$ cat src/hdl/srs_pkg.sv
// Constants, command codes and carriers of the SDRAM read sequencer.
// Assumes one 100 MHz controller clock shared by all users.
package srs_pkg;

  ////////////////////////////////////////////////////////////////////////////
  // Geometry
  localparam int BANKS  = 4;
  localparam int BA_W   = 2;
  localparam int ROW_W  = 13;
  localparam int COL_W  = 10;
  localparam int A_W    = 13;
  localparam int DQ_W   = 16;
  localparam int LEN_W  = 4;
  localparam int BURST_LEN = 8;

  ////////////////////////////////////////////////////////////////////////////
  // Modes and latency codes
  localparam logic [2:0] MODE_NORMAL = 3'h0;
  localparam logic [1:0] CAS_CODE_2  = 2'h2;
  localparam logic [1:0] CAS_CODE_25 = 2'h1;
  localparam logic [1:0] CAS_CODE_3  = 2'h3;

  ////////////////////////////////////////////////////////////////////////////
  // Timing
  localparam int CLK_PERIOD_NS = 10;
  localparam int TRP_NS        = 20;
  localparam int TRCD_NS       = 20;
  localparam int TRP_CYC  = (TRP_NS + CLK_PERIOD_NS - 1) / CLK_PERIOD_NS;
  localparam int TRCD_CYC = (TRCD_NS + CLK_PERIOD_NS - 1) / CLK_PERIOD_NS;
  localparam int SYNC_STAGES = 2;

  ////////////////////////////////////////////////////////////////////////////
  // Commands: {cs_n, ras_n, cas_n, we_n}
  typedef enum logic [3:0] {
    CMD_NOP  = 4'h7,
    CMD_PRE  = 4'h2,
    CMD_ACT  = 4'h3,
    CMD_READ = 4'h5,
    CMD_BST  = 4'h6
  } srs_cmd_e;

  localparam srs_cmd_e CMD_RESET = CMD_NOP;

  typedef struct packed {
    logic [BA_W-1:0]  bank;
    logic [ROW_W-1:0] row;
    logic [COL_W-1:0] col;
    logic [LEN_W-1:0] len;
  } srs_req_s;

  typedef struct packed {
    srs_cmd_e         cmd;
    logic [BA_W-1:0]  bank;
    logic [A_W-1:0]   addr;
  } srs_cmd_s;

endpackage

$ cat src/hdl/srs_buf2.sv
// Two-entry buffer with valid/ready on both sides; outputs from flops.
// Assumes both sides on the same clock and a synchronous high reset.
`timescale 1ns/1ps
module srs_buf2 #(
  parameter int W = 16
) (
  // Clock and reset
  input  wire logic         clk,
  input  wire logic         srst,
  // Fill side
  input  wire logic         in_valid,
  output      logic         in_ready,
  input  wire logic [W-1:0] in_data,
  // Drain side
  output      logic         out_valid,
  input  wire logic         out_ready,
  output      logic [W-1:0] out_data
);

  logic         vld1;
  logic [W-1:0] tail;
  logic         push;
  logic         pop;

  ////////////////////////////////////////////////////////////////////////////
  // Handshakes; full refuses even on a pop to keep ready flop-only
  assign in_ready = !vld1;
  assign push     = in_valid && in_ready;
  assign pop      = out_valid && out_ready;

  // Head is the output word, tail the overflow slot
  always_ff @(posedge clk) begin
    if (srst) begin
      out_valid <= 1'b0;
      vld1      <= 1'b0;
      out_data  <= '0;
      tail      <= '0;
    end else if (push && pop) begin
      out_data <= in_data;
    end else if (pop) begin
      out_data  <= tail;
      out_valid <= vld1;
      vld1      <= 1'b0;
    end else if (push) begin
      if (!out_valid) begin
        out_data  <= in_data;
        out_valid <= 1'b1;
      end else begin
        tail <= in_data;
        vld1 <= 1'b1;
      end
    end
  end

  ////////////////////////////////////////////////////////////////////////////
  // A stalled word holds still
  property p_hold;
    @(posedge clk) disable iff (srst)
    out_valid && !out_ready |=> out_valid && $stable(out_data);
  endproperty
  a_hold: assert property (p_hold) else $error("buffer word changed");

endmodule

$ cat src/hdl/srs_read_seq.sv
// Read-path command sequencer of an SDRAM memory controller.
// Assumes the SDRAM is set for burst 8 and the same latency as CAS_LAT.
`timescale 1ns/1ps
module srs_read_seq (
  // Clock and reset
  input  wire logic                       CLOCK,
  input  wire logic                       SRST,
  // Configuration
  input  wire logic [2:0]                 MODE,
  input  wire logic [1:0]                 CAS_LAT,
  // Read request
  input  wire logic                       REQ_VALID,
  output      logic                       REQ_READY,
  input  wire logic [srs_pkg::BA_W-1:0]   REQ_BANK,
  input  wire logic [srs_pkg::ROW_W-1:0]  REQ_ROW,
  input  wire logic [srs_pkg::COL_W-1:0]  REQ_COL,
  input  wire logic [srs_pkg::LEN_W-1:0]  REQ_LEN,
  // Read data
  output      logic                       RD_VALID,
  input  wire logic                       RD_READY,
  output      logic [srs_pkg::DQ_W-1:0]   RD_DATA,
  // SDRAM pins
  output      logic [3:0]                 SD_CMD,
  output      logic [srs_pkg::BA_W-1:0]   SD_BA,
  output      logic [srs_pkg::A_W-1:0]    SD_A,
  input  wire logic [srs_pkg::DQ_W-1:0]   SD_DQ_IN,
  output      logic [srs_pkg::DQ_W-1:0]   SD_DQ_OUT,
  output      logic                       SD_DQ_OE_N
);

  typedef enum logic [3:0] {
    ST_IDLE  = 4'h1,
    ST_TRP   = 4'h2,
    ST_RDISS = 4'h4,
    ST_DATA  = 4'h8
  } srs_state_e;

  // Capture delay in cycles for a latency code; 2.5 rounds up
  function automatic logic [2:0] cas_cycles(input logic [1:0] code);
    if (code == srs_pkg::CAS_CODE_2) begin
      cas_cycles = 3'h2;
    end else begin
      cas_cycles = 3'h3;
    end
  endfunction

  srs_state_e                   state;
  srs_state_e                   next_state;
  srs_pkg::srs_cmd_s            cmd_q;
  srs_pkg::srs_cmd_s            next_cmd;
  srs_pkg::srs_req_s            req_q;
  logic [srs_pkg::ROW_W-1:0]    open_row [srs_pkg::BANKS];
  logic [srs_pkg::BANKS-1:0]    open_vld;
  logic [2:0]                   wait_cnt;
  logic [3:0]                   icnt;
  logic [3:0]                   beats_q;
  logic [3:0]                   beats_left;
  logic [3:0]                   stored;
  logic                         dropping;
  logic                         bst_done;
  logic [srs_pkg::DQ_W-1:0]     dq_meta;
  logic [srs_pkg::DQ_W-1:0]     dq_sync;
  logic                         accept;
  logic                         page_hit;
  logic                         take;
  logic                         push;
  logic                         buf_ready;
  logic                         last_take;
  logic [3:0]                   stored_next;
  logic [srs_pkg::COL_W-1:0]    rd_col;
  logic [3:0]                   remain;
  logic [3:0]                   room;
  logic [3:0]                   nbeats;

  ////////////////////////////////////////////////////////////////////////////
  // Request side decode
  assign accept   = REQ_VALID && REQ_READY;
  assign page_hit = open_vld[REQ_BANK] && (open_row[REQ_BANK] == REQ_ROW);

  // Beat window and next column; a burst never wraps its 8-column group
  assign take        = (state == ST_DATA) && (wait_cnt == 3'h0)
                       && (beats_left != 4'h0);
  assign push        = take && buf_ready && !dropping;
  assign last_take   = take && (beats_left == 4'h1);
  assign stored_next = push ? stored + 4'h1 : stored;
  assign rd_col      = req_q.col + srs_pkg::COL_W'(stored);
  assign remain      = req_q.len - stored;
  assign room        = 4'h8 - {1'b0, rd_col[2:0]};
  assign nbeats      = (remain < room) ? remain : room;

  ////////////////////////////////////////////////////////////////////////////
  // Next state and next command
  always_comb begin
    next_state    = state;
    next_cmd      = cmd_q;
    next_cmd.cmd  = srs_pkg::CMD_NOP;
    case (state)
      ST_IDLE: begin
        if (accept) begin
          if (page_hit) begin
            next_state = ST_RDISS;
          end else begin
            next_cmd.cmd  = srs_pkg::CMD_PRE;
            next_cmd.bank = REQ_BANK;
            next_cmd.addr = '0;
            next_state    = ST_TRP;
          end
        end
      end
      ST_TRP: begin
        if (wait_cnt == 3'h0) begin
          next_cmd.cmd  = srs_pkg::CMD_ACT;
          next_cmd.bank = req_q.bank;
          next_cmd.addr = req_q.row;
          next_state    = ST_RDISS;
        end
      end
      ST_RDISS: begin
        // Waits for row-to-column time and for room in the buffer
        if ((wait_cnt == 3'h0) && buf_ready) begin
          next_cmd.cmd  = srs_pkg::CMD_READ;
          next_cmd.bank = req_q.bank;
          next_cmd.addr = srs_pkg::A_W'(rd_col);
          next_state    = ST_DATA;
        end
      end
      ST_DATA: begin
        if (!bst_done && (beats_q < 4'h8) && (icnt == beats_q)) begin
          next_cmd.cmd = srs_pkg::CMD_BST;
        end
        if (last_take) begin
          // Dropped beats are read again from the open row
          next_state = (stored_next == req_q.len) ? ST_IDLE : ST_RDISS;
        end
      end
      default: begin
        next_state = ST_IDLE;
      end
    endcase
  end

  ////////////////////////////////////////////////////////////////////////////
  // State, request latch and ready
  always_ff @(posedge CLOCK) begin
    if (SRST) begin
      state     <= ST_IDLE;
      req_q     <= '0;
      REQ_READY <= 1'b0;
    end else begin
      state     <= next_state;
      REQ_READY <= (next_state == ST_IDLE)
                   && (MODE == srs_pkg::MODE_NORMAL);
      if (accept) begin
        req_q <= '{bank: REQ_BANK, row: REQ_ROW, col: REQ_COL, len: REQ_LEN};
      end
    end
  end

  // Command pins, registered so the SDRAM sees clean levels
  always_ff @(posedge CLOCK) begin
    if (SRST) begin
      cmd_q <= '{cmd: srs_pkg::CMD_RESET, bank: '0, addr: '0};
    end else begin
      cmd_q <= next_cmd;
    end
  end

  // Wait counter: precharge, row-to-column and capture delays
  always_ff @(posedge CLOCK) begin
    if (SRST) begin
      wait_cnt <= 3'h0;
    end else if (accept) begin
      wait_cnt <= page_hit ? 3'h0 : 3'(srs_pkg::TRP_CYC - 1);
    end else if (next_cmd.cmd == srs_pkg::CMD_ACT) begin
      wait_cnt <= 3'(srs_pkg::TRCD_CYC - 1);
    end else if (next_cmd.cmd == srs_pkg::CMD_READ) begin
      wait_cnt <= cas_cycles(CAS_LAT)
                  + 3'(srs_pkg::SYNC_STAGES - 1);
    end else if (wait_cnt != 3'h0) begin
      wait_cnt <= wait_cnt - 3'h1;
    end
  end

  // Burst bookkeeping: beats asked, beats left, beats kept
  always_ff @(posedge CLOCK) begin
    if (SRST) begin
      icnt       <= 4'h0;
      beats_q    <= 4'h0;
      beats_left <= 4'h0;
      stored     <= 4'h0;
      dropping   <= 1'b0;
      bst_done   <= 1'b0;
    end else begin
      if (accept) begin
        stored <= 4'h0;
      end else begin
        stored <= stored_next;
      end
      if (next_cmd.cmd == srs_pkg::CMD_READ) begin
        icnt       <= 4'h1;
        beats_q    <= nbeats;
        beats_left <= 4'(srs_pkg::BURST_LEN);
        dropping   <= 1'b0;
        bst_done   <= 1'b0;
      end else begin
        if (icnt != 4'hF) begin
          icnt <= icnt + 4'h1;
        end
        if (next_cmd.cmd == srs_pkg::CMD_BST) begin
          bst_done <= 1'b1;
        end
        if (take) begin
          beats_left <= beats_left - 4'h1;
        end
        // Once a beat is lost the rest of the burst is re-read instead
        if (take && !buf_ready) begin
          dropping <= 1'b1;
        end
      end
      // Only the requested beats count; a stopped tail is ignored
      if ((next_cmd.cmd == srs_pkg::CMD_READ) || (state != ST_DATA)) begin
        beats_left <= (next_cmd.cmd == srs_pkg::CMD_READ) ? nbeats : 4'h0;
      end
    end
  end

  // Open row table, updated with the command that changes it
  always_ff @(posedge CLOCK) begin
    if (SRST) begin
      open_vld <= '0;
      for (int i = 0; i < srs_pkg::BANKS; i++) begin
        open_row[i] <= '0;
      end
    end else if (next_cmd.cmd == srs_pkg::CMD_PRE) begin
      open_vld[next_cmd.bank] <= 1'b0;
    end else if (next_cmd.cmd == srs_pkg::CMD_ACT) begin
      open_vld[next_cmd.bank] <= 1'b1;
      open_row[next_cmd.bank] <= next_cmd.addr;
    end
  end

  // Data pins pass two flops before the capture window reads them
  always_ff @(posedge CLOCK) begin
    if (SRST) begin
      dq_meta <= '0;
      dq_sync <= '0;
    end else begin
      dq_meta <= SD_DQ_IN;
      dq_sync <= dq_meta;
    end
  end

  ////////////////////////////////////////////////////////////////////////////
  // Output buffer; a stalled receiver makes the sequencer re-read
  srs_buf2 #(
    .W(srs_pkg::DQ_W)
  ) u_buf (
    .clk      (CLOCK),
    .srst     (SRST),
    .in_valid (push),
    .in_ready (buf_ready),
    .in_data  (dq_sync),
    .out_valid(RD_VALID),
    .out_ready(RD_READY),
    .out_data (RD_DATA)
  );

  // Pin outputs straight from the command flops; reads never drive DQ
  assign SD_CMD     = cmd_q.cmd;
  assign SD_BA      = cmd_q.bank;
  assign SD_A       = cmd_q.addr;
  assign SD_DQ_OUT  = '0;
  assign SD_DQ_OE_N = 1'b1;

  ////////////////////////////////////////////////////////////////////////////
  // Checks
  property p_mode;
    @(posedge CLOCK) disable iff (SRST)
    REQ_READY |-> $past(MODE) == srs_pkg::MODE_NORMAL;
  endproperty
  a_mode: assert property (p_mode) else $error("ready outside normal mode");

  property p_row;
    @(posedge CLOCK) disable iff (SRST)
    SD_CMD == srs_pkg::CMD_ACT |-> open_vld[SD_BA] && open_row[SD_BA] == SD_A;
  endproperty
  a_row: assert property (p_row) else $error("open row not recorded");

  property p_full;
    @(posedge CLOCK) disable iff (SRST)
    SD_CMD == srs_pkg::CMD_READ && beats_q == 4'h8
      |=> (SD_CMD != srs_pkg::CMD_BST) [*8];
  endproperty
  a_full: assert property (p_full) else $error("full burst was stopped");

  property p_cas;
    @(posedge CLOCK) disable iff (SRST)
    take && beats_left == beats_q
      |-> icnt == 4'(cas_cycles(CAS_LAT)) + 4'(srs_pkg::SYNC_STAGES);
  endproperty
  a_cas: assert property (p_cas) else $error("capture off latency");

  property p_hit;
    @(posedge CLOCK) disable iff (SRST)
    accept && page_hit |=> state == ST_RDISS && SD_CMD == srs_pkg::CMD_NOP;
  endproperty
  a_hit: assert property (p_hit) else $error("page hit changed page");

  property p_miss;
    @(posedge CLOCK) disable iff (SRST)
    accept && !page_hit |=> SD_CMD == srs_pkg::CMD_PRE && SD_BA == req_q.bank;
  endproperty
  a_miss: assert property (p_miss) else $error("miss without precharge");

  property p_trp;
    @(posedge CLOCK) disable iff (SRST)
    SD_CMD == srs_pkg::CMD_PRE
      |=> SD_CMD == srs_pkg::CMD_NOP ##1 SD_CMD == srs_pkg::CMD_ACT;
  endproperty
  a_trp: assert property (p_trp) else $error("precharge time broken");

  property p_trcd;
    @(posedge CLOCK) disable iff (SRST)
    SD_CMD == srs_pkg::CMD_ACT
      |=> SD_CMD == srs_pkg::CMD_NOP ##[1:200] SD_CMD == srs_pkg::CMD_READ;
  endproperty
  a_trcd: assert property (p_trcd) else $error("row-to-column broken");

  property p_bst;
    @(posedge CLOCK) disable iff (SRST)
    SD_CMD == srs_pkg::CMD_BST |-> beats_q < 4'h8 && icnt == beats_q + 4'h1;
  endproperty
  a_bst: assert property (p_bst) else $error("burst stop misplaced");

  property p_more;
    @(posedge CLOCK) disable iff (SRST)
    last_take && stored_next != req_q.len |=> state == ST_RDISS;
  endproperty
  a_more: assert property (p_more) else $error("request ended short");

endmodule

$ cat config.mk
export PLATFORM = sky130hd
export DESIGN_NAME = srs_read_seq
export DESIGN_NICKNAME = d
export VERILOG_FILES = /design/src/hdl/srs_pkg.sv /design/src/hdl/srs_buf2.sv /design/src/hdl/srs_read_seq.sv
export SDC_FILE = /design/constraint.sdc
export NUM_CORES = 1
export LEC_CHECK = 0
export BUFFER_PORTS_ARGS = -buffer_cell sky130_fd_sc_hd__buf_4
export CAP_MARGIN = 20
export CORE_ASPECT_RATIO = 2
export CORE_MARGIN = 10
export CORE_UTILIZATION = 55
export CTS_CLUSTER_SIZE = 16
export DETAILED_ROUTE_END_ITERATION = 16
export GPL_TIMING_DRIVEN = 0
export PLACE_DENSITY = 0.83
export SLEW_MARGIN = 20
export SYNTH_ARGS = -nofsm -noshare
export SYNTH_HDL_FRONTEND = slang
export SYNTH_SLANG_ARGS = --single-unit
$ cat constraint.sdc
create_clock -name CLOCK -period 6.55 [get_ports CLOCK]
set_clock_uncertainty 0.1 [all_clocks]
set_input_delay 1.31 -clock CLOCK [delete_from_list [all_inputs] [get_ports CLOCK]]
set_output_delay 1.31 -clock CLOCK [all_outputs]
set_load 0.005 [all_outputs]
Yosys cells after proc, flatten, opt, wreduce, memory -nomap -nowiden
Memories as Yosys holds them, arrays and structs flattened.
Index checks and enable logic that the tools add are counted.
{ "classes": {"n_mux": 56, "magnitude_cmp": 5, "n_bitwise": 5, "n_eq_ne": 17, "reduce_logical": 38, "n_addsub": 8} }
{ "op_table": {"columns": ["operator", "count"], "rows": [
  ["16-bit 2-to-1 mux", 4],
  ["18-bit 2-to-1 mux", 3],
  ["4-bit 2-to-1 mux", 12],
  ["15-bit one-hot mux with 3 select lines", 1],
  ["4-bit one-hot mux with 4 select lines", 2],
  ["3-bit 2-to-1 mux", 10],
  ["1-bit 2-to-1 mux", 19],
  ["17-bit 2-to-1 mux", 1],
  ["1-bit logical AND", 16],
  ["13-bit equality test", 1],
  ["13-bit 2-to-1 mux", 1],
  ["13-bit OR reduction", 1],
  ["4-bit by 1-bit equality test with 1-bit output, second input constant", 3],
  ["4-bit by 2-bit equality test with 1-bit output, second input constant", 3],
  ["4-bit by 3-bit equality test with 1-bit output, second input constant", 3],
  ["10-bit by 4-bit adder with 10-bit output", 1],
  ["3-bit nonzero test", 3],
  ["4-bit by 1-bit adder with 4-bit output, second input constant", 2],
  ["4-bit equality test", 2],
  ["4-bit inequality test, second input constant", 2],
  ["2-bit nonzero test", 4],
  ["4-bit nonzero test", 2],
  ["3-bit zero test", 2],
  ["2-bit by 3-bit < comparator with 1-bit output, second input constant", 2],
  ["other kinds (24)", 29]
]} }
{ "word_totals": {"output_inout_bits": 54, "mem_bits_rw": 52, "n_memories": 1, "regBits": 144} }
{ "mem_list": {"columns": ["memory", "depth", "width", "read_ports", "rd_ports_with_merged_regs", "wr", "line", "text"], "rows": [
  ["open_row", 4, 13, 1, 0, 4, "srs_read_seq.sv:52", "logic [srs_pkg::ROW_W-1:0] open_row [srs_pkg::BANKS];"]
]} }

Logic depth before layout (Yosys ltp)
Gate-level depths: netlist (run 1).
{ "logic_depth": {"depth_word": 15, "ltp_mapped": 15, "mapped_depth_nobuf": 14} }

Hierarchy
From an unflattened synthesis (run 1), not the netlist that was laid out.
{ "hier_totals": {"hier_cells": 934, "hier_area_um2": 9148.8} }
{ "modules_own_cells": {"columns": ["mod", "cells_each", "seq_area_each_um2", "n_inst", "area_each_um2"], "rows": [
  ["srs_read_seq", 740, 3743.6, 1, 7458.4],
  ["srs_buf2", 194, 680.7, 1, 1690.4]
]} }

Worst setup path after synthesis (run 1)
Ideal clock, no wire load.
{ "synth_timing": {"path_type": "input-to-reg", "startpoint": "in REQ_BANK[0] in the netlist's numbering", "endpoint": "mem open_row[1][0] in the netlist's numbering (enable)", "stages": 9, "arrival_time_ns": 4.547, "setup_time_ns": 0.401, "n_path_buf": 1, "slack_ns": 1.502, "path_cell_list": "buf_6 mux4_2 xnor2_1 nand4_1 or3b_1 or3_4 a31oi_1 nand2_1 o21ai_0"} }
{ "synth_lines": {"columns": ["item", "line", "text"], "rows": [
  ["from (decl)", "srs_read_seq.sv:14", "input wire logic [srs_pkg::BA_W-1:0] REQ_BANK,"],
  ["to (decl)", "srs_read_seq.sv:52", null]
]} }

==> flow_metrics.env, run 1 <==
export IMPL_critical_path_most_common_cell="sky130_fd_sc_hd__clkbuf_1"
export IMPL_slowest_delay_ns=0.67
export IMPL_grt_setup_unrepaired="false"
export IMPL_initial_antenna_violation_count=0
export IMPL_nNetsFinal=1107
export IMPL_synth_seq_area_share_pct=50.4
export IMPL_cts_root_buffer="sky130_fd_sc_hd__clkbuf_16"
export IMPL_max_cap_viol_count=0
export IMPL_placementRows=65
export IMPL_fin_tns_setup_ns=0
export IMPL_synth_main_ff_cell="sky130_fd_sc_hd__dfxtp_1"
export IMPL_core_area_um2=15700
export IMPL_postSynthAreaPerCell_um2=9.68
export IMPL_cts_sinks=195
export IMPL_preCtsSetupSlack_ns=0.860
export IMPL_ioPinCount=108
export IMPL_cts_hold_buffers=0
export IMPL_critical_path_slowest_cell="sky130_fd_sc_hd__o21ai_2"
export IMPL_drc=0
export IMPL_min_period_ns=5.28
export IMPL_max_slew_margin_rel_pct=36.7
export IMPL_place_detailed_hpwl_um=18600
export IMPL_synth_async_sr_flop_share_pct=0
export IMPL_n_antenna_cell=0
export IMPL_dieWidth_um=109
export IMPL_most_common_layout_cells="sky130_fd_sc_hd__dfxtp_1 (143), sky130_fd_sc_hd__nand2_1 (126), sky130_fd_sc_hd__buf_4 (107)"
export IMPL_via_per_inst=5.77
export IMPL_rr_startpoint="wait_cnt[0]"
export IMPL_run_status="finished, final reports clean"
export IMPL_clock_latency_ns=0.44
export IMPL_final_period_utilization_pct=80.7
export IMPL_critical_path_reg2reg_endpoint="open_row[1][10]"
export IMPL_p_total_mw=2.60
export IMPL_multi_input_area_um2=3930
export IMPL_gr_total_overflow=0
export IMPL_setup_slack_ns=1.27
export IMPL_hold_path_depth=1
export IMPL_via_count=7178
export IMPL_timing_final_max_slew_violations=0
export IMPL_cts_setup_buffers=0
export IMPL_drive_gt1_share_pct=16.8
export IMPL_sequential_cell_area_um2=4420
export IMPL_grt_pass1_wl_um=37800
export IMPL_total_power_density_per_cell_area_nw_per_um2=250
export IMPL_criticalPathCategory="input pin to flip-flop"
export IMPL_cts_max_path_buffers=2
export IMPL_final_hold_violation_count=0
export IMPL_cp_end_kind="flip-flop"
export IMPL_hold_path_startpoint="dq_meta[12]"
export IMPL_irDropWorstVdd_v=0.000169
export IMPL_area_overhead_of_the_layout_relative_to_synthesis_pct=18.4
export IMPL_ant_nets=0
export IMPL_synth_cells=907
export IMPL_floorplan_die_area_um2=21700
export IMPL_worstMarginPinSlew_ns=0.949
export IMPL_worstPathCellList="clkbuf_1, clkbuf_1, mux4_2, xnor2_1, nand4_1, or3_4, a31oi_1, nand2_1, o21ai_2"
export IMPL_route_final_wire_length_um=24300
export IMPL_reg2reg_depth=13
export IMPL_pin_count_of_the_biggest_net_entering_global_routing=22
export IMPL_grt_pass1_vias=7493
export IMPL_cts_resized=0
export IMPL_die_height_um=199
export IMPL_ys_seq_elements=195
export IMPL_leakagePower_nw=4.14
export IMPL_track_usage_pct=22.6
export IMPL_post_drt_wl_per_cell_um=19.5
export IMPL_floorplan_initialDensity_pct=55.9
export IMPL_path_delay_family="compound AO/OA/AOI/OAI gates"
export IMPL_path_max_fanout=13
export IMPL_hold_path_class="flip-flop to flip-flop"
export IMPL_fill_cell_count=1273
export IMPL_finalWeightedCongestion=0.984
export IMPL_timing_critical_path_arrival_ns=5.25
export IMPL_crit_buf_inv=2
export IMPL_final_common_cell="sky130_fd_sc_hd__dfxtp_1"
export IMPL_fmax_ghz=0.189
export IMPL_cts_tree="yes"
export IMPL_synth_lib_cells_used_distinct=68
export IMPL_clock_h_tree_levels=4
export IMPL_netlist_area_um2=8780
export IMPL_reg2reg_slack_ns=2.23
export IMPL_cp_depth=9
export IMPL_timing_critical_path_from_type="input pin"
export IMPL_detail_route_first_pass_iterations=5
export IMPL_final_setup_viol_count=0
export IMPL_critical_path_required_ns=6.52
export IMPL_drt_iter0_drc=585
export IMPL_total_clock_buffers_created_by_cts=17
export IMPL_launch_point_of_the_worst_path="REQ_BANK[1]"
export IMPL_whs_endpoint="dq_sync[12]"
export IMPL_yosysWarningCount=0
export IMPL_io_buffer_count=88
export IMPL_synth_edf_count=52
export IMPL_path_clk_slew_ns=0.08
[cell usage after synthesis (4+ instances only)]
cell                        number  area share (%)
sky130_fd_sc_hd__buf_6           4            0.51
sky130_fd_sc_hd__a211oi_1       22             1.9
sky130_fd_sc_hd__a31oi_1         4            0.29
sky130_fd_sc_hd__nand2_1       126             5.4
sky130_fd_sc_hd__nand2b_1        4            0.29
sky130_fd_sc_hd__edfxtp_1       52              18
sky130_fd_sc_hd__a21oi_1        72             4.1
sky130_fd_sc_hd__nand4_1         5            0.36
sky130_fd_sc_hd__nand3_1         6            0.34
sky130_fd_sc_hd__buf_4          19             1.6
sky130_fd_sc_hd__nor2b_1        35             2.5
sky130_fd_sc_hd__o21ai_0        12            0.68
sky130_fd_sc_hd__a21o_1          9            0.77
sky130_fd_sc_hd__mux2i_1        28             3.2
sky130_fd_sc_hd__nor2_1         85             3.6
sky130_fd_sc_hd__a221oi_1        8            0.80
sky130_fd_sc_hd__mux4_2          9             2.3
sky130_fd_sc_hd__o2111ai_1       4            0.40
sky130_fd_sc_hd__xnor2_1        19             1.9
sky130_fd_sc_hd__ha_1           21             3.0
sky130_fd_sc_hd__xor2_1         19             1.9
sky130_fd_sc_hd__clkbuf_1       41             1.8
sky130_fd_sc_hd__nor3_1         30             1.7
sky130_fd_sc_hd__o31ai_1         5            0.43
sky130_fd_sc_hd__buf_1           5            0.21
sky130_fd_sc_hd__inv_1          32             1.4
sky130_fd_sc_hd__dfxtp_1       143              33
sky130_fd_sc_hd__and2_1          5            0.36
sky130_fd_sc_hd__a21boi_0        8            0.68
sky130_fd_sc_hd__nor3b_1         6            0.51
[report_power, final]
part           switching, mW  internal [mW]  total [mW]
logic                  0.144         0.0995       0.243
registers             0.0162           1.27        1.28
clock network          0.532          0.544        1.08
[worst register-to-register path, stage by stage (launching register included)]
cell                        delay, ns
sky130_fd_sc_hd__dfxtp_1         0.34
sky130_fd_sc_hd__inv_1           0.06
sky130_fd_sc_hd__ha_1            0.14
sky130_fd_sc_hd__ha_1            0.13
sky130_fd_sc_hd__clkbuf_1        0.31
sky130_fd_sc_hd__nor2b_1         0.34
sky130_fd_sc_hd__nand3_1         0.16
sky130_fd_sc_hd__a21oi_1         0.25
sky130_fd_sc_hd__clkbuf_1        0.44
sky130_fd_sc_hd__o2bb2ai_1       0.12
sky130_fd_sc_hd__a21o_1          0.16
sky130_fd_sc_hd__a31oi_1         0.45
sky130_fd_sc_hd__nand2_1         0.27
sky130_fd_sc_hd__o21ai_2         0.67
[metrics by stage]
step	cells	utilization, %	hold WS, ns	area [um^2]
2_1_floorplan	923	-	0.314	8840
4_1_cts	1244	66.2	0.334	10400
5_1_grt	1244	66.2	0.353	10400
3_5_place_dp	1212	62.2	0.323	9770
6_report	1244	66.2	0.330	10400
3_3_place_gp	1212	62.1	0.318	9750
[flip-flops by register name, summed over array words and instances (netlist names), 2 cells and up, named ones only]
name and count:
SD_CMD 3, stored 4, state 4, u_buf.out_data 16
wait_cnt 3, dq_meta 16, req_q 29, beats_left 4
SD_A 13, icnt 4, dq_sync 16, open_row 52
u_buf.tail 16, beats_q 4, SD_BA 2
[worst max-delay path by stage]
stage                       to
4_1_cts         open_row[2][1]
3_5_place_dp    open_row[2][8]
3_3_place_gp    open_row[1][8]
2_1_floorplan   open_row[1][0]
6_report       open_row[1][10]
5_1_grt        open_row[1][10]
[routing by layer]
| metal | up-vias | wire, um | track usage, % |
|---|---|---|---|
| met5 | - | 0 | 0 |
| met4 | 0 | 1640 | 16.9 |
| met3 | 107 | 1400 | 4.73 |
| met2 | 294 | 13500 | 42.2 |
| met1 | 3405 | 7780 | 20.2 |
| li1 | 3372 | - | - |
[kinds of logic (layout without fill, tap and decap cells)]
family / after synthesis / after routing / synth area share (%)
compound gates: 174 / 174 / 13.0
flops: 195 / 195 / 50.4
other cells: 2 / 18 / 0.0856
mux: 39 / 39 / 5.93
buf+inv: 105 / 225 / 5.69
simple gates: 331 / 331 / 17.6
fa+ha+maj: 23 / 23 / 3.45
xor+xnor: 38 / 38 / 3.79
[layout make-up]
| class | instances | share of cell area (%) |
|---|---|---|
| tap | 201 | 2.42 |
| timing repair buffer | 88 | 6.35 |
| buffer | 72 | 3.61 |
| clock buffer | 18 | 4.33 |
| sequential | 195 | 42.6 |
| multi-input combinational | 623 | 37.8 |
| inverter | 33 | 1.19 |
| clock inverter | 14 | 1.72 |
Power figures use the tool's default switching activity.
==> run 2: changes to the inputs <==
CORE_UTILIZATION = 52   (was 55)
PLACE_DENSITY = 0.82   (was 0.83)
clock period = 4.6 ns   (was 6.55 ns; I/O delays follow)
==> run 2 against run 1 <==
Net effect: sequential share of layout area is 0.14 points lower; sequential power increased by 43%; setup slack got worse by 1.1 ns; combinational power increased by 42%; first-iteration DRC count decreased by 25%; die area increased by 4.9%; non-clock buffer count up 1; flip-flop and latch count did not move; largest cell class unchanged.
==> flow_metrics.env, run 2 (synthesized netlist as in run 1, its figures left out) <==
export IMPL_final_setup_viol_count=0
export IMPL_reg2reg_slack_ns=0.35
export IMPL_die_height_um=204
export IMPL_most_common_layout_cells="sky130_fd_sc_hd__dfxtp_1 (143), sky130_fd_sc_hd__nand2_1 (126), sky130_fd_sc_hd__buf_4 (107)"
export IMPL_final_hold_violation_count=0
export IMPL_timing_final_max_slew_violations=0
export IMPL_ioPinCount=108
export IMPL_ant_nets=0
export IMPL_finalWeightedCongestion=0.926
export IMPL_largest_registers="open_row (52), req_q (29)"
export IMPL_via_per_inst=5.76
export IMPL_path_max_fanout=10
export IMPL_initial_antenna_violation_count=0
export IMPL_grt_pass1_wl_um=37900
export IMPL_area_overhead_of_the_layout_relative_to_synthesis_pct=18.8
export IMPL_post_drt_wl_per_cell_um=19.4
export IMPL_p_total_mw=3.69
export IMPL_track_usage_pct=20.8
export IMPL_rr_startpoint="state[3]"
export IMPL_grt_pass1_vias=7533
export IMPL_total_power_density_per_cell_area_nw_per_um2=354
export IMPL_via_count=7200
export IMPL_path_clk_slew_ns=0.08
export IMPL_max_cap_viol_count=0
export IMPL_critical_path_reg2reg_endpoint="u_buf.out_data[14]"
export IMPL_largest_register_ffs=52
export IMPL_placementRows=67
export IMPL_pin_count_of_the_biggest_net_entering_global_routing=22
export IMPL_floorplan_initialDensity_pct=52.6
export IMPL_net_switching_power_mw=0.985
export IMPL_route_final_wire_length_um=24200
export IMPL_criticalPathCategory="input pin to flip-flop"
export IMPL_worstPathCellList="buf_4, buf_6, mux4_2, xnor2_1, nand2_1, or3b_1, or4_1, clkbuf_1, and2_1, o211ai_2, buf_2, nor2_1"
export IMPL_critical_path_required_ns=4.68
export IMPL_slowest_delay_ns=0.53
export IMPL_power_frac_seq_pct=49.4
export IMPL_irDropWorstVdd_v=0.000273
export IMPL_cts_sinks=195
export IMPL_whs_endpoint="dq_sync[5]"
export IMPL_leakagePower_nw=4.15
export IMPL_cts_root_buffer="sky130_fd_sc_hd__clkbuf_16"
export IMPL_cts_max_path_buffers=2
export IMPL_core_area_um2=16700
export IMPL_clockPowerShare_pct=41.2
export IMPL_intPower_mw=2.71
export IMPL_cp_end_kind="flip-flop"
export IMPL_clock_h_tree_levels=4
export IMPL_critical_path_slowest_cell="sky130_fd_sc_hd__mux4_2"
export IMPL_final_common_cell="sky130_fd_sc_hd__dfxtp_1"
export IMPL_clock_latency_ns=0.45
export IMPL_hold_path_class="flip-flop to flip-flop"
export IMPL_reg2reg_depth=12
export IMPL_setup_slack_ns=0.122
export IMPL_comb_power_share_pct=9.3
export IMPL_max_slew_margin_rel_pct=34.5
export IMPL_run_status="finished, final reports clean"
export IMPL_drc=0
export IMPL_gr_total_overflow=0
export IMPL_n_antenna_cell=0
export IMPL_cts_tree="yes"
export IMPL_grt_setup_unrepaired="false"
export IMPL_worstMarginPinSlew_ns=0.982
export IMPL_drive_gt1_share_pct=17.1
export IMPL_min_period_ns=4.48
export IMPL_timing_critical_path_from_type="input pin"
export IMPL_largest_register="open_row"
export IMPL_nNetsFinal=1108
export IMPL_floorplan_die_area_um2=22800
export IMPL_final_period_utilization_pct=97.3
export IMPL_timing_critical_path_arrival_ns=4.55
export IMPL_hold_path_startpoint="dq_meta[5]"
export IMPL_total_clock_buffers_created_by_cts=17
export IMPL_power_switching_share_pct=26.7
export IMPL_preCtsSetupSlack_ns=-0.707
export IMPL_fmax_ghz=0.223
export IMPL_place_detailed_hpwl_um=18900
export IMPL_drt_iter0_drc=437
export IMPL_fill_cell_count=1358
export IMPL_cts_hold_buffers=0
export IMPL_detail_route_first_pass_iterations=6
export IMPL_io_buffer_count=88
export IMPL_dieWidth_um=112
export IMPL_hold_path_depth=1
run 2: cell types whose count changed in the layout (fill, tap and decap cells not counted), moves of 2 or more:
cell | before | now
sky130_fd_sc_hd__clkinv_8 | 6 | 2
sky130_fd_sc_hd__inv_8 | 0 | 3
sky130_fd_sc_hd__o21ai_2 | 3 | 1
sky130_fd_sc_hd__o21ai_4 | 0 | 2
run 2: timing repair:
item | CTS | global route
buffers inserted | 0 | 1
resized for setup | 3 | 2
cloned | 0 | 0
setup endpoints to repair | 27 | 43
pin swaps | 0 | 1
run 2: layer usage:
layer / global-route usage (%) / vias to the layer above / routed length (um)
li1: - / 3372 / -
met1: 18.1 / 3427 / 7770
met2: 40.0 / 297 / 13400
met3: 4.24 / 104 / 1300
met4: 16.1 / 0 / 1770
met5: 0 / - / 0
run 2: worst max-delay path by stage:
stage               slack, ns         endpoint        start  cells after the start
global placement        -1.34   open_row[0][5]  REQ_BANK[1]                      9
finish                   0.12   open_row[0][9]  REQ_BANK[0]                     12
floorplan               0.005   open_row[0][0]  REQ_BANK[0]                      9
global route             0.02   open_row[0][2]  REQ_BANK[0]                     12
detailed placement      -0.71   open_row[2][5]  REQ_BANK[1]                     11
CTS                      0.04  open_row[1][11]  REQ_BANK[0]                     10
run 2: worst max-delay path, delay by kind of cell:
family          cells  cell delay [ns]
compound gates      1             0.33
simple gates        5             1.46
buf+inv             4             0.90
xor+xnor            1             0.40
mux                 1             0.53
run 2: area by class of cell:
class / count / area [um^2] / area share [%]
clock inverter: 14 / 168 / 1.61
multi-input combinational: 623 / 3960 / 38.0
clock buffer: 18 / 439 / 4.21
inverter: 33 / 124 / 1.19
timing repair buffer: 89 / 681 / 6.53
sequential: 195 / 4420 / 42.4
buffer: 72 / 377 / 3.61
tap: 207 / 259 / 2.48
run 2: power by group through the flow:
stage	registers [mW]	clock network [mW]	logic, mW
2_1_floorplan	1.86	0	0.222
3_3_place_gp	1.86	0	0.329
3_5_place_dp	1.86	0	0.335
4_1_cts	1.82	1.53	0.339
5_1_grt	1.83	1.60	0.376
6_report	1.83	1.52	0.345
run 2: metrics by stage:
stage               util [%]  hold WS [ns]  TNS (ns)  area, um^2  instances
global route            62.5         0.345         0       10400       1251
CTS                     62.3         0.335         0       10400       1250
finish                  62.5         0.333         0       10400       1251
global placement        58.5         0.317    -52.61        9760       1218
floorplan                  -         0.314         0        8840        923
detailed placement      58.6         0.325    -33.36        9770       1218
